File: config.mk
export PLATFORM = sky130hd
export DESIGN_NAME = plldet_top
export DESIGN_NICKNAME = d
export VERILOG_FILES = /design/src/logic/plldet_pkg.sv /design/src/logic/plldet_edge.sv /design/src/logic/plldet_top.sv
export VERILOG_INCLUDE_DIRS = /design/src /design/src/logic
export SDC_FILE = /design/constraint.sdc
export NUM_CORES = 1
export LEC_CHECK = 0
export BUFFER_PORTS_ARGS = -buffer_cell sky130_fd_sc_hd__buf_4
export CAP_MARGIN = 20
export CORE_MARGIN = 2
export CORE_UTILIZATION = 45
export CTS_CLUSTER_DIAMETER = 50
export DETAILED_ROUTE_END_ITERATION = 8
export PLACE_DENSITY_LB_ADDON = 0.08
export SLEW_MARGIN = 10
export SYNTH_ARGS = -nofsm -noshare
export SYNTH_HDL_FRONTEND = slang
export SYNTH_SLANG_ARGS = --single-unit
File: constraint.sdc
create_clock -name ref_clk -period 2.7 [get_ports ref_clk]
set_input_delay 0.135 -clock ref_clk [delete_from_list [all_inputs] [get_ports ref_clk]]
set_output_delay 0.135 -clock ref_clk [all_outputs]
set_load 0.005 [all_outputs]
File: src/logic/plldet_regs.svh
// register offsets, field positions and timing counts of the lock detect block
`ifndef PLLDET_REGS_SVH
`define PLLDET_REGS_SVH
`define PLLDET_OFS_ABP_STAT 8'h17
`define PLLDET_OFS_LD_CFG 8'h18
`define PLLDET_OFS_DLY_CTL 8'h19
`define PLLDET_OFS_LDPIN 8'h1a
`define PLLDET_OFS_REFERENCE_MONITOR_PIN 8'h1b
`define PLLDET_OFS_HOLD_CMP 8'h1d
`define PLLDET_OFS_GATE_LO 8'hfc
`define PLLDET_OFS_GATE_HI 8'hfd
`define PLLDET_RST_ABP_STAT 8'h00
`define PLLDET_RST_LD_CFG 8'h00
`define PLLDET_RST_DLY_CTL 8'h00
`define PLLDET_RST_LDPIN 8'h00
`define PLLDET_RST_REFERENCE_MONITOR_PIN 8'h00
`define PLLDET_RST_HOLD_CMP 8'h00
`define PLLDET_RST_GATE 8'h00
`define PLLDET_BIT_WIN_RANGE 4
`define PLLDET_BIT_DLD_DIS 3
`define PLLDET_BIT_CMP_EN 3
`define PLLDET_BIT_RDLY_EN 2
`define PLLDET_BIT_NDLY_EN 5
`define PLLDET_SEL_DLD 6'h01
`define PLLDET_SEL_ALD_NOD 6'h02
`define PLLDET_SEL_ALD_POD 6'h03
`define PLLDET_SEL_CSRC 6'h04
`define PLLDET_SEL_CMP 6'h05
`define PLLDET_CNT_W 4
`define PLLDET_CNT_0 4'h5
`define PLLDET_CNT_1 4'h3
`define PLLDET_CNT_2 4'h7
`define PLLDET_CNT_3 4'hf
`define PLLDET_DLY_PS_PER_STEP 143
`endif

File: src/logic/plldet_pkg.sv
// types shared by the lock detect block
package plldet_pkg;
   typedef struct packed {
      logic [7:0] addr;
      logic [7:0] wdata;
      logic wr;
   } plldet_wr_t;
   typedef struct packed {
      logic lock_pin_o;
      logic lock_pin_oe;
      logic status_pin;
      logic reference_monitor_pin_pin;
   } plldet_pins_t;
   typedef enum logic [1:0] {PLLDET_HUNT, PLLDET_LOCKED} plldet_st_t;
endpackage

File: src/logic/plldet_edge.sv
// synchroniser and rising edge detector for one phase detector input
module plldet_edge
(
   input wire logic ref_clk,
   input wire logic rstn,
   input wire logic sig,
   output logic rise
);
   logic s1_ff, s2_ff, s3_ff;
   // a rise counts while the second stage is high and the third still low
   always_ff @(posedge ref_clk or negedge rstn)
   begin
      if (!rstn)
      begin
         s1_ff <= 1'b0;
         s2_ff <= 1'b0;
         s3_ff <= 1'b0;
      end
      else
      begin
         s1_ff <= sig;
         s2_ff <= s1_ff;
         s3_ff <= s2_ff;
      end
   end
   assign rise = s2_ff & ~s3_ff;
endmodule

File: src/logic/plldet_top.sv
// digital lock detector, lock pin drivers, output gating and delay decode
// Operation
// - r and n delay cells, 3-bit, up to 429 ps
// - lock after programmed count of in-window cycles
// - stay locked until one cycle exceeds unlock
// - windows depend on range and antibacklash
// - lock indication muxed onto three pins
// - analog lock pulses, pull-down or pull-up modes
// - current source while locked, ground otherwise
// - comparator output selectable on reference_monitor_pin, status
// - gate outputs on current source lock indication
// - fixed divide ignores a; b one bypasses
// - count code 00 means five cycles
// - detector runs only when disable bit clear
`include "plldet_regs.svh"
module plldet_top
(
   input wire logic ref_clk,
   input wire logic rstn,
   input wire plldet_pkg::plldet_wr_t reg_wr,
   input wire logic [7:0] reg_raddr,
   output logic [7:0] reg_rdata,
   input wire logic pfd_ref,
   input wire logic pfd_fb,
   input wire logic lock_pin_i,
   input wire logic [15:0] clk_out_en_req,
   input wire logic [1:0] prescaler_fd,
   input wire logic [12:0] b_count,
   input wire logic [5:0] a_count,
   output logic [15:0] clk_out_en,
   output logic [5:0] a_count_eff,
   output logic ab_bypass,
   output logic [3:0] r_delay,
   output logic [3:0] n_delay,
   output logic [9:0] r_delay_ps,
   output logic [9:0] n_delay_ps,
   output plldet_pkg::plldet_pins_t pins,
   output logic digital_lock_indication
);
   import plldet_pkg::*;
   // =========================================
   // registers
   logic [7:0] abp_ff, ldcfg_ff, dly_ff, ldpin_ff, reference_monitor_pin_ff, hold_ff, gate_lo_ff, gate_hi_ff;
   logic w_abp, w_ldcfg, w_dly, w_ldpin, w_reference_monitor_pin, w_hold, w_glo, w_ghi;
   assign w_abp = reg_wr.wr && reg_wr.addr == `PLLDET_OFS_ABP_STAT;
   assign w_ldcfg = reg_wr.wr && reg_wr.addr == `PLLDET_OFS_LD_CFG;
   assign w_dly = reg_wr.wr && reg_wr.addr == `PLLDET_OFS_DLY_CTL;
   assign w_ldpin = reg_wr.wr && reg_wr.addr == `PLLDET_OFS_LDPIN;
   assign w_reference_monitor_pin = reg_wr.wr && reg_wr.addr == `PLLDET_OFS_REFERENCE_MONITOR_PIN;
   assign w_hold = reg_wr.wr && reg_wr.addr == `PLLDET_OFS_HOLD_CMP;
   assign w_glo = reg_wr.wr && reg_wr.addr == `PLLDET_OFS_GATE_LO;
   assign w_ghi = reg_wr.wr && reg_wr.addr == `PLLDET_OFS_GATE_HI;
   always_ff @(posedge ref_clk or negedge rstn)
   begin
      if (!rstn)
      begin
         abp_ff <= `PLLDET_RST_ABP_STAT;
         ldcfg_ff <= `PLLDET_RST_LD_CFG;
         dly_ff <= `PLLDET_RST_DLY_CTL;
         ldpin_ff <= `PLLDET_RST_LDPIN;
         reference_monitor_pin_ff <= `PLLDET_RST_REFERENCE_MONITOR_PIN;
         hold_ff <= `PLLDET_RST_HOLD_CMP;
         gate_lo_ff <= `PLLDET_RST_GATE;
         gate_hi_ff <= `PLLDET_RST_GATE;
      end
      else
      begin
         if (w_abp) abp_ff <= reg_wr.wdata;
         if (w_ldcfg) ldcfg_ff <= reg_wr.wdata;
         if (w_dly) dly_ff <= reg_wr.wdata;
         if (w_ldpin) ldpin_ff <= {2'b00, reg_wr.wdata[5:0]};
         if (w_reference_monitor_pin) reference_monitor_pin_ff <= {3'b000, reg_wr.wdata[4:0]};
         if (w_hold) hold_ff <= reg_wr.wdata;
         if (w_glo) gate_lo_ff <= reg_wr.wdata;
         if (w_ghi) gate_hi_ff <= reg_wr.wdata;
      end
   end
   // reads: byte 0x18 bit 7 is unrelated here but kept, state shown in bit 2
   logic [7:0] nxt_rdata;
   logic [7:0] rdata_ff;
   always_comb
   begin
      unique case (reg_raddr)
         `PLLDET_OFS_ABP_STAT: nxt_rdata = abp_ff;
         `PLLDET_OFS_LD_CFG: nxt_rdata = {ldcfg_ff[7:3], digital_lock_indication, ldcfg_ff[1:0]};
         `PLLDET_OFS_DLY_CTL: nxt_rdata = dly_ff;
         `PLLDET_OFS_LDPIN: nxt_rdata = ldpin_ff;
         `PLLDET_OFS_REFERENCE_MONITOR_PIN: nxt_rdata = reference_monitor_pin_ff;
         `PLLDET_OFS_HOLD_CMP: nxt_rdata = hold_ff;
         `PLLDET_OFS_GATE_LO: nxt_rdata = gate_lo_ff;
         `PLLDET_OFS_GATE_HI: nxt_rdata = gate_hi_ff;
         default: nxt_rdata = 8'h00;
      endcase
   end
   always_ff @(posedge ref_clk or negedge rstn)
   begin
      if (!rstn) rdata_ff <= 8'h00;
      else rdata_ff <= nxt_rdata;
   end
   assign reg_rdata = rdata_ff;
   // =========================================
   // divider delays and feedback bypass
   assign r_delay = {dly_ff[`PLLDET_BIT_RDLY_EN], 1'b0,
                     dly_ff[1:0] & {2{dly_ff[`PLLDET_BIT_RDLY_EN]}}};
   assign n_delay = {dly_ff[`PLLDET_BIT_NDLY_EN], 1'b0,
                     dly_ff[4:3] & {2{dly_ff[`PLLDET_BIT_NDLY_EN]}}};
   // 3-bit code: enable plus two step bits; three steps span 429 ps
   assign r_delay_ps = r_delay[3] ? 10'(r_delay[2:0] * `PLLDET_DLY_PS_PER_STEP) : 10'h000;
   assign n_delay_ps = n_delay[3] ? 10'(n_delay[2:0] * `PLLDET_DLY_PS_PER_STEP) : 10'h000;
   assign ab_bypass = (b_count == 13'h0001);
   assign a_count_eff = (prescaler_fd != 2'b00 || ab_bypass) ? 6'h00 : a_count;
   // =========================================
   // phase detector edges
   logic ref_rise, fb_rise;
   plldet_edge u_ref (.ref_clk(ref_clk), .rstn(rstn), .sig(pfd_ref), .rise(ref_rise));
   plldet_edge u_fb (.ref_clk(ref_clk), .rstn(rstn), .sig(pfd_fb), .rise(fb_rise));
   // window in ref_clk cycles; coarse because edges are sampled, limitation accepted
   logic [3:0] lock_win, unlock_win, need;
   assign lock_win = 4'(4'h1 + {2'b00, abp_ff[1:0]} + {3'b000, ldcfg_ff[`PLLDET_BIT_WIN_RANGE]});
   assign unlock_win = 4'(lock_win + 4'h2);
   always_comb
   begin
      unique case (ldcfg_ff[6:5])
         2'b00: need = `PLLDET_CNT_0;
         2'b01: need = `PLLDET_CNT_1;
         2'b10: need = `PLLDET_CNT_2;
         2'b11: need = `PLLDET_CNT_3;
      endcase
   end
   // measure ref-to-fb edge distance once per ref cycle
   logic [3:0] dist_ff, nxt_dist;
   logic armed_ff, nxt_armed, fb_seen_ff, nxt_fb_seen;
   logic [3:0] cnt_ff, nxt_cnt;
   plldet_st_t st_ff, nxt_st;
   logic dld_en, eval, in_lock_win, in_unlock_win;
   assign dld_en = ~ldcfg_ff[`PLLDET_BIT_DLD_DIS];
   assign eval = ref_rise & armed_ff;
   assign in_lock_win = fb_seen_ff && dist_ff < lock_win;
   assign in_unlock_win = fb_seen_ff && dist_ff <= unlock_win;
   always_comb
   begin
      nxt_armed = armed_ff | ref_rise;
      nxt_fb_seen = ref_rise ? fb_rise : (fb_seen_ff | fb_rise);
      nxt_dist = dist_ff;
      if (ref_rise) nxt_dist = 4'h0;
      else if (!fb_seen_ff && dist_ff != 4'hf) nxt_dist = 4'(dist_ff + 4'h1);
      nxt_cnt = cnt_ff;
      nxt_st = st_ff;
      if (!dld_en)
      begin
         nxt_cnt = 4'h0;
         nxt_st = PLLDET_HUNT;
      end
      else if (eval)
      begin
         unique case (st_ff)
            PLLDET_HUNT:
            begin
               if (!in_lock_win) nxt_cnt = 4'h0;
               else if (4'(cnt_ff + 4'h1) >= need) nxt_st = PLLDET_LOCKED;
               else nxt_cnt = 4'(cnt_ff + 4'h1);
            end
            PLLDET_LOCKED:
            begin
               if (!in_unlock_win)
               begin
                  nxt_st = PLLDET_HUNT;
                  nxt_cnt = 4'h0;
               end
            end
         endcase
      end
   end
   always_ff @(posedge ref_clk or negedge rstn)
   begin
      if (!rstn)
      begin
         dist_ff <= 4'h0;
         armed_ff <= 1'b0;
         fb_seen_ff <= 1'b0;
         cnt_ff <= 4'h0;
         st_ff <= PLLDET_HUNT;
      end
      else
      begin
         dist_ff <= nxt_dist;
         armed_ff <= nxt_armed;
         fb_seen_ff <= nxt_fb_seen;
         cnt_ff <= nxt_cnt;
         st_ff <= nxt_st;
      end
   end
   assign digital_lock_indication = (st_ff == PLLDET_LOCKED);
   // =========================================
   // lock pin, status and reference_monitor_pin muxes
   logic [5:0] ld_sel;
   logic ald_pulse, analog_lock_indication, current_source_lock_indication, cmp_out;
   assign ld_sel = ldpin_ff[5:0];
   // phase error pulse while only one edge seen in the current cycle
   assign ald_pulse = armed_ff & ~fb_seen_ff & (dist_ff != 4'h0);
   assign analog_lock_indication = ~ald_pulse;
   assign cmp_out = hold_ff[`PLLDET_BIT_CMP_EN] ? lock_pin_i : 1'b1;
   assign current_source_lock_indication = (ld_sel == `PLLDET_SEL_CSRC) & cmp_out;
   logic ld_o, ld_oe;
   always_comb
   begin
      ld_o = 1'b0;
      ld_oe = 1'b0;
      unique case (ld_sel)
         `PLLDET_SEL_DLD:
         begin
            ld_o = digital_lock_indication;
            ld_oe = 1'b1;
         end
         `PLLDET_SEL_ALD_NOD:
         begin
            ld_oe = ald_pulse;
         end
         `PLLDET_SEL_ALD_POD:
         begin
            ld_o = 1'b1;
            ld_oe = ald_pulse;
         end
         `PLLDET_SEL_CSRC:
         begin
            // high drive models the current source; low shorts the capacitor
            ld_o = digital_lock_indication;
            ld_oe = 1'b1;
         end
         default:
         begin
            ld_o = 1'b0;
            ld_oe = 1'b0;
         end
      endcase
   end
   logic [5:0] stat_sel;
   logic [4:0] rmon_sel;
   assign stat_sel = abp_ff[7:2];
   assign rmon_sel = reference_monitor_pin_ff[4:0];
   assign pins.lock_pin_o = ld_o;
   assign pins.lock_pin_oe = ld_oe;
   assign pins.status_pin = (stat_sel == `PLLDET_SEL_DLD) ? digital_lock_indication :
                            (stat_sel == `PLLDET_SEL_CMP) ? cmp_out : 1'b0;
   assign pins.reference_monitor_pin_pin = (rmon_sel == 5'(`PLLDET_SEL_DLD)) ? digital_lock_indication :
                            (rmon_sel == 5'(`PLLDET_SEL_CMP)) ? cmp_out : 1'b0;
   // =========================================
   // output gating, combinational so enables follow asynchronously
   logic [15:0] gate;
   assign gate = {gate_hi_ff, gate_lo_ff};
   genvar gi;
   generate
      for (gi = 0; gi < 16; gi = gi + 1)
      begin : g_gate
         assign clk_out_en[gi] = clk_out_en_req[gi] & (~gate[gi] | current_source_lock_indication);
      end
   endgenerate
   // =========================================
   // checks
   lock_needs_cycles_a: assert property (@(posedge ref_clk) disable iff (!rstn)
      $rose(digital_lock_indication) |-> $past(eval) && $past(in_lock_win))
      else $error("lock without in-window cycle");
   unlock_single_a: assert property (@(posedge ref_clk) disable iff (!rstn)
      digital_lock_indication && eval && !in_unlock_win && dld_en |=> !digital_lock_indication)
      else $error("lock held past unlock cycle");
   hold_lock_a: assert property (@(posedge ref_clk) disable iff (!rstn)
      digital_lock_indication && !(eval && !in_unlock_win) && dld_en |=> digital_lock_indication)
      else $error("lock dropped without cause");
   dld_disable_a: assert property (@(posedge ref_clk) disable iff (!rstn)
      !dld_en |=> !digital_lock_indication)
      else $error("lock while disabled");
   miss_clear_a: assert property (@(posedge ref_clk) disable iff (!rstn)
      st_ff == PLLDET_HUNT && eval && !in_lock_win |=> cnt_ff == 4'h0)
      else $error("count not cleared");
   gate_out_a: assert property (@(posedge ref_clk) disable iff (!rstn)
      gate[0] && !current_source_lock_indication |-> !clk_out_en[0])
      else $error("gated output enabled");
   csrc_pin_a: assert property (@(posedge ref_clk) disable iff (!rstn)
      ld_sel == `PLLDET_SEL_CSRC |-> ld_oe && ld_o == digital_lock_indication)
      else $error("current source pin wrong");
   bypass_a_a: assert property (@(posedge ref_clk) disable iff (!rstn)
      prescaler_fd != 2'b00 |-> a_count_eff == 6'h00)
      else $error("a counter used in fixed divide");
   five_cycle_a: assert property (@(posedge ref_clk) disable iff (!rstn)
      ldcfg_ff[6:5] == 2'b00 && st_ff == PLLDET_HUNT && cnt_ff < 4'h4 |=> st_ff == PLLDET_HUNT)
      else $error("locked before five cycles");
endmodule

==> impl_metrics.toml <==
[logic_synthesis]
seq_area_frac_synth_pct = 45.3
synth_edf_count = 0
netlist.area_leader.share_pct = 45.3
syn_inst = 414
post_synth_main_area_contributors = "dfrtp_1 (45%), mux2_2 (13%), ha_1 (5.5%), buf_4 (3.1%), a21boi_0 (2.8%)"
synth_top_area_cell = "dfrtp_1"
async_flop_share_pct = 100
syn_area_sq_um = 4580
yosysWarnings = 0
ys_types = 61
avgSynthCellArea_sq_um = 11.1
dominantRegCellSynth = "dfrtp_1"
synth_seq_cells = 83

[routing]
drt-total-wl_mm = 11.6
drtPass1Iterations = 4
route.detailed.drc = 0
vias_per_cell = 5.40
wl_per_cell_microns = 17.4
postRouteAntennaNets = 0
initialDrtViolationCount = 195
via_count = 3594

[clock_network]
cts_sinks = 83
clockBufferDepth = 2
root_buffer = "clkbuf_8"
cts_buffers = 9
htreeDepth = 3
clock_latency_ns = 0.36
cts.repair.resized = 0
clk_pin_slew_ns = 0.08
cts_tree = "built"
cts_setup_buffers = 0

[sta]
tns_ns = 0
tightest_slew_ns = 0.721
slew_headroom_pct = 51.8
maxSlewViolCount = 0
finClkSkew_ns = 0.00698
hold_viol = 0
min_period_ns = 2.57
fin_ws_ns = 0.134
rsz0062_at_grt = "false"
fin_crit_sh_pct = 95.1
clock.fmax_mhz = 390
finalSetupViolCount = 0

[grt]
grt_start_max_net_pins = 84
grt_pass1_vias = 3551
groute.usage.overall_pct = 21.7
antenna_found_initial = 0
grt_overflow = 0
grt_pass1_wl_mm = 18.6

[setup_path]
r2r_cells = 9
cp_max_fo = 5
end_kind = "register"
crit_required_ns = 2.95
cp-startpoint = "abp_ff[0]"
rrSetupSlack_ns = 0.13
critPathArrivalTime_ns = 2.81
critical_path_class = "register to register"
crit_end = "cnt_ff[0]"
r2r_end = "cnt_ff[0]"
worst_setup_path_start_kind = "register"
r2r-start = "abp_ff[0]"

[placement]
dpl.hpwl_mm = 8.57
place_congestion = 0.821
dp_slack_ns = 0.153
port_buffers = 124

[run_status]
status = "finished clean"

[floorplan]
fp.dieH_microns = 105
start_util_pct = 46.7
rows = 36
die_w_microns = 105
core_area_sq_um = 9820
fp.dieArea_sq_um = 11000
ios = 131

[final_layout]
drive_above_1_share_pct = 38.6
nets = 615
syn2layout_area_growth_pct = 26.6
antenna_cells = 0

[pwr]
power_density_nw_per_um2 = 528
ir_drop_uv = 341
leakage_nw = 2.88
finalPower_w = 0.00306

[job]
drv_cap = 0

[worst_hold_path]
hold_class = "input port to register"
==> synthesized netlist by cell type, types with 3 or more instances <==
cell type	instances
inv_1	15
clkbuf_1	7
mux2_2	52
buf_2	4
nand2_1	24
dfrtp_1	83
a221oi_1	3
a211oi_1	5
and2_1	13
o211ai_1	3
mux2i_1	6
nor3_1	5
a22o_1	3
xor2_1	4
a21boi_0	17
nor2b_1	9
nand3_1	8
o21ai_0	7
o21ai_1	3
nor2_1	24
a311o_1	3
ha_1	20
mux2_1	8
nor3b_1	4
a22oi_1	9
a21oi_1	7
nand4_1	4
buf_4	19
==> worst max-delay path, cell delays in order, from the launching register on <==
cell and delay (ns):
dfrtp_1 0.37, inv_1 0.05, ha_1 0.20, ha_1 0.31, ha_1 0.33, nor2b_1 0.17
o211ai_1 0.10, a211o_1 0.34, or2_4 0.28, mux2_1 0.30
==> layout make-up <==
class                           count  area [sq um]
Multi-Input combinational cell    289          2270
Timing Repair Buffer              130          1000
Fill cell                         876          4020
Inverter                           15          56.3
Clock buffer                       10           138
Clock inverter                      6          87.6
Sequential cell                    83          2080
Tap cell                          133           166
==> metal layers <==
| metal | GRT usage (%) | vias to the layer above | routed length, microns | share of wire (%) |
|---|---|---|---|---|
| met4 | 5.52 | 0 | 123 | 1.1 |
| met1 | 28.4 | 1764 | 4980 | 43 |
| met2 | 36.5 | 126 | 5710 | 49 |
| met3 | 4.99 | 8 | 769 | 6.6 |
| met5 | 0 | - | 0 | 0 |
| li1 | - | 1696 | - | - |
==> state kept, by name, indices dropped and copies added, names as in the netlist, 4 cells and up <==
register                  cells
reg_rdata                     8
ldpin_ff                      6
abp_ff                        8
dist_ff                       4
dly_ff                        8
hold_ff                       8
gate_lo_ff                    8
gate_hi_ff                    8
reference_monitor_pin_ff      5
cnt_ff                        4
ldcfg_ff                      7
==> where the power goes <==
part / internal (W) / switching [W]
Clock: 0.000548 / 0.000466
Combinational: 0.000313 / 0.000296
Sequential: 0.00133 / 0.000108
==> stage by stage <==
| stage | hold WS, ns | std cells | util, % | area (sq um) |
|---|---|---|---|---|
| CTS | 0.0350 | 665 | 58.8 | 5770 |
| global route | 0.0406 | 666 | 59.1 | 5800 |
| global placement | 0.244 | 646 | 56.2 | 5520 |
| detailed placement | 0.245 | 646 | 56.2 | 5520 |
| finish | 0.0530 | 666 | 59.1 | 5800 |
| floorplan | -0.161 | 419 | - | 4600 |
==> what timing repair did <==
| action | in CTS | in global routing |
|---|---|---|
| endpoints found under the setup margin | 0 | 0 |
| hold buffers | 3 | 0 |
| endpoints found under the hold margin | 41 | 0 |
==> cell families (layout without fill, tap and decap cells) <==
| group | after synthesis | after routing | share of synthesized area, % |
|---|---|---|---|
| AOI/OAI and AO/OA | 76 | 76 | 12.2 |
| xor gates and xnor gates | 6 | 6 | 1.15 |
| adders and majority gates | 20 | 20 | 5.46 |
| buffers and inverters | 47 | 161 | 5.51 |
| DFF | 83 | 83 | 45.3 |
| muxes | 67 | 67 | 16.5 |
| other | 1 | 6 | 0.0818 |
| and+or+nand+nor | 114 | 114 | 13.7 |
==> cell usage in the layout (no fill, tap or decap), types with 3 or more instances in the layout <==
cell type        n
a22o_1           3
nor3_1           5
a21oi_1          7
a221oi_1         3
nand3_1          8
and2_1          13
inv_1           15
clkbuf_8        10
nor3b_1          4
conb_1           6
mux2_2          52
o21ai_1          3
ha_1            20
a22oi_1          9
xor2_1           4
buf_4          126
dlygate4sd3_1    3
o211ai_1         3
o21ai_0          7
a211oi_1         5
dfrtp_1         83
nand4_1          4
a311o_1          3
a21boi_0        17
mux2_1           8
nand2_1         24
mux2i_1          6
nor2_1          24
nor2b_1          9
==> how the worst min path moves through the flow <==
stage	from	to	slack [ns]	cells after the start
global route	reg_wr[7]	hold_ff[6]	0.04	2
finish	reg_wr[7]	hold_ff[6]	0.05	2
global placement	pfd_ref	u_ref.s1_ff	0.24	1
CTS	reg_wr[7]	hold_ff[6]	0.04	2
floorplan	rstn	abp_ff[0]	-0.16	0
detailed placement	pfd_fb	u_fb.s1_ff	0.25	1
No activity file was read; power rests on OpenSTA's default activity.
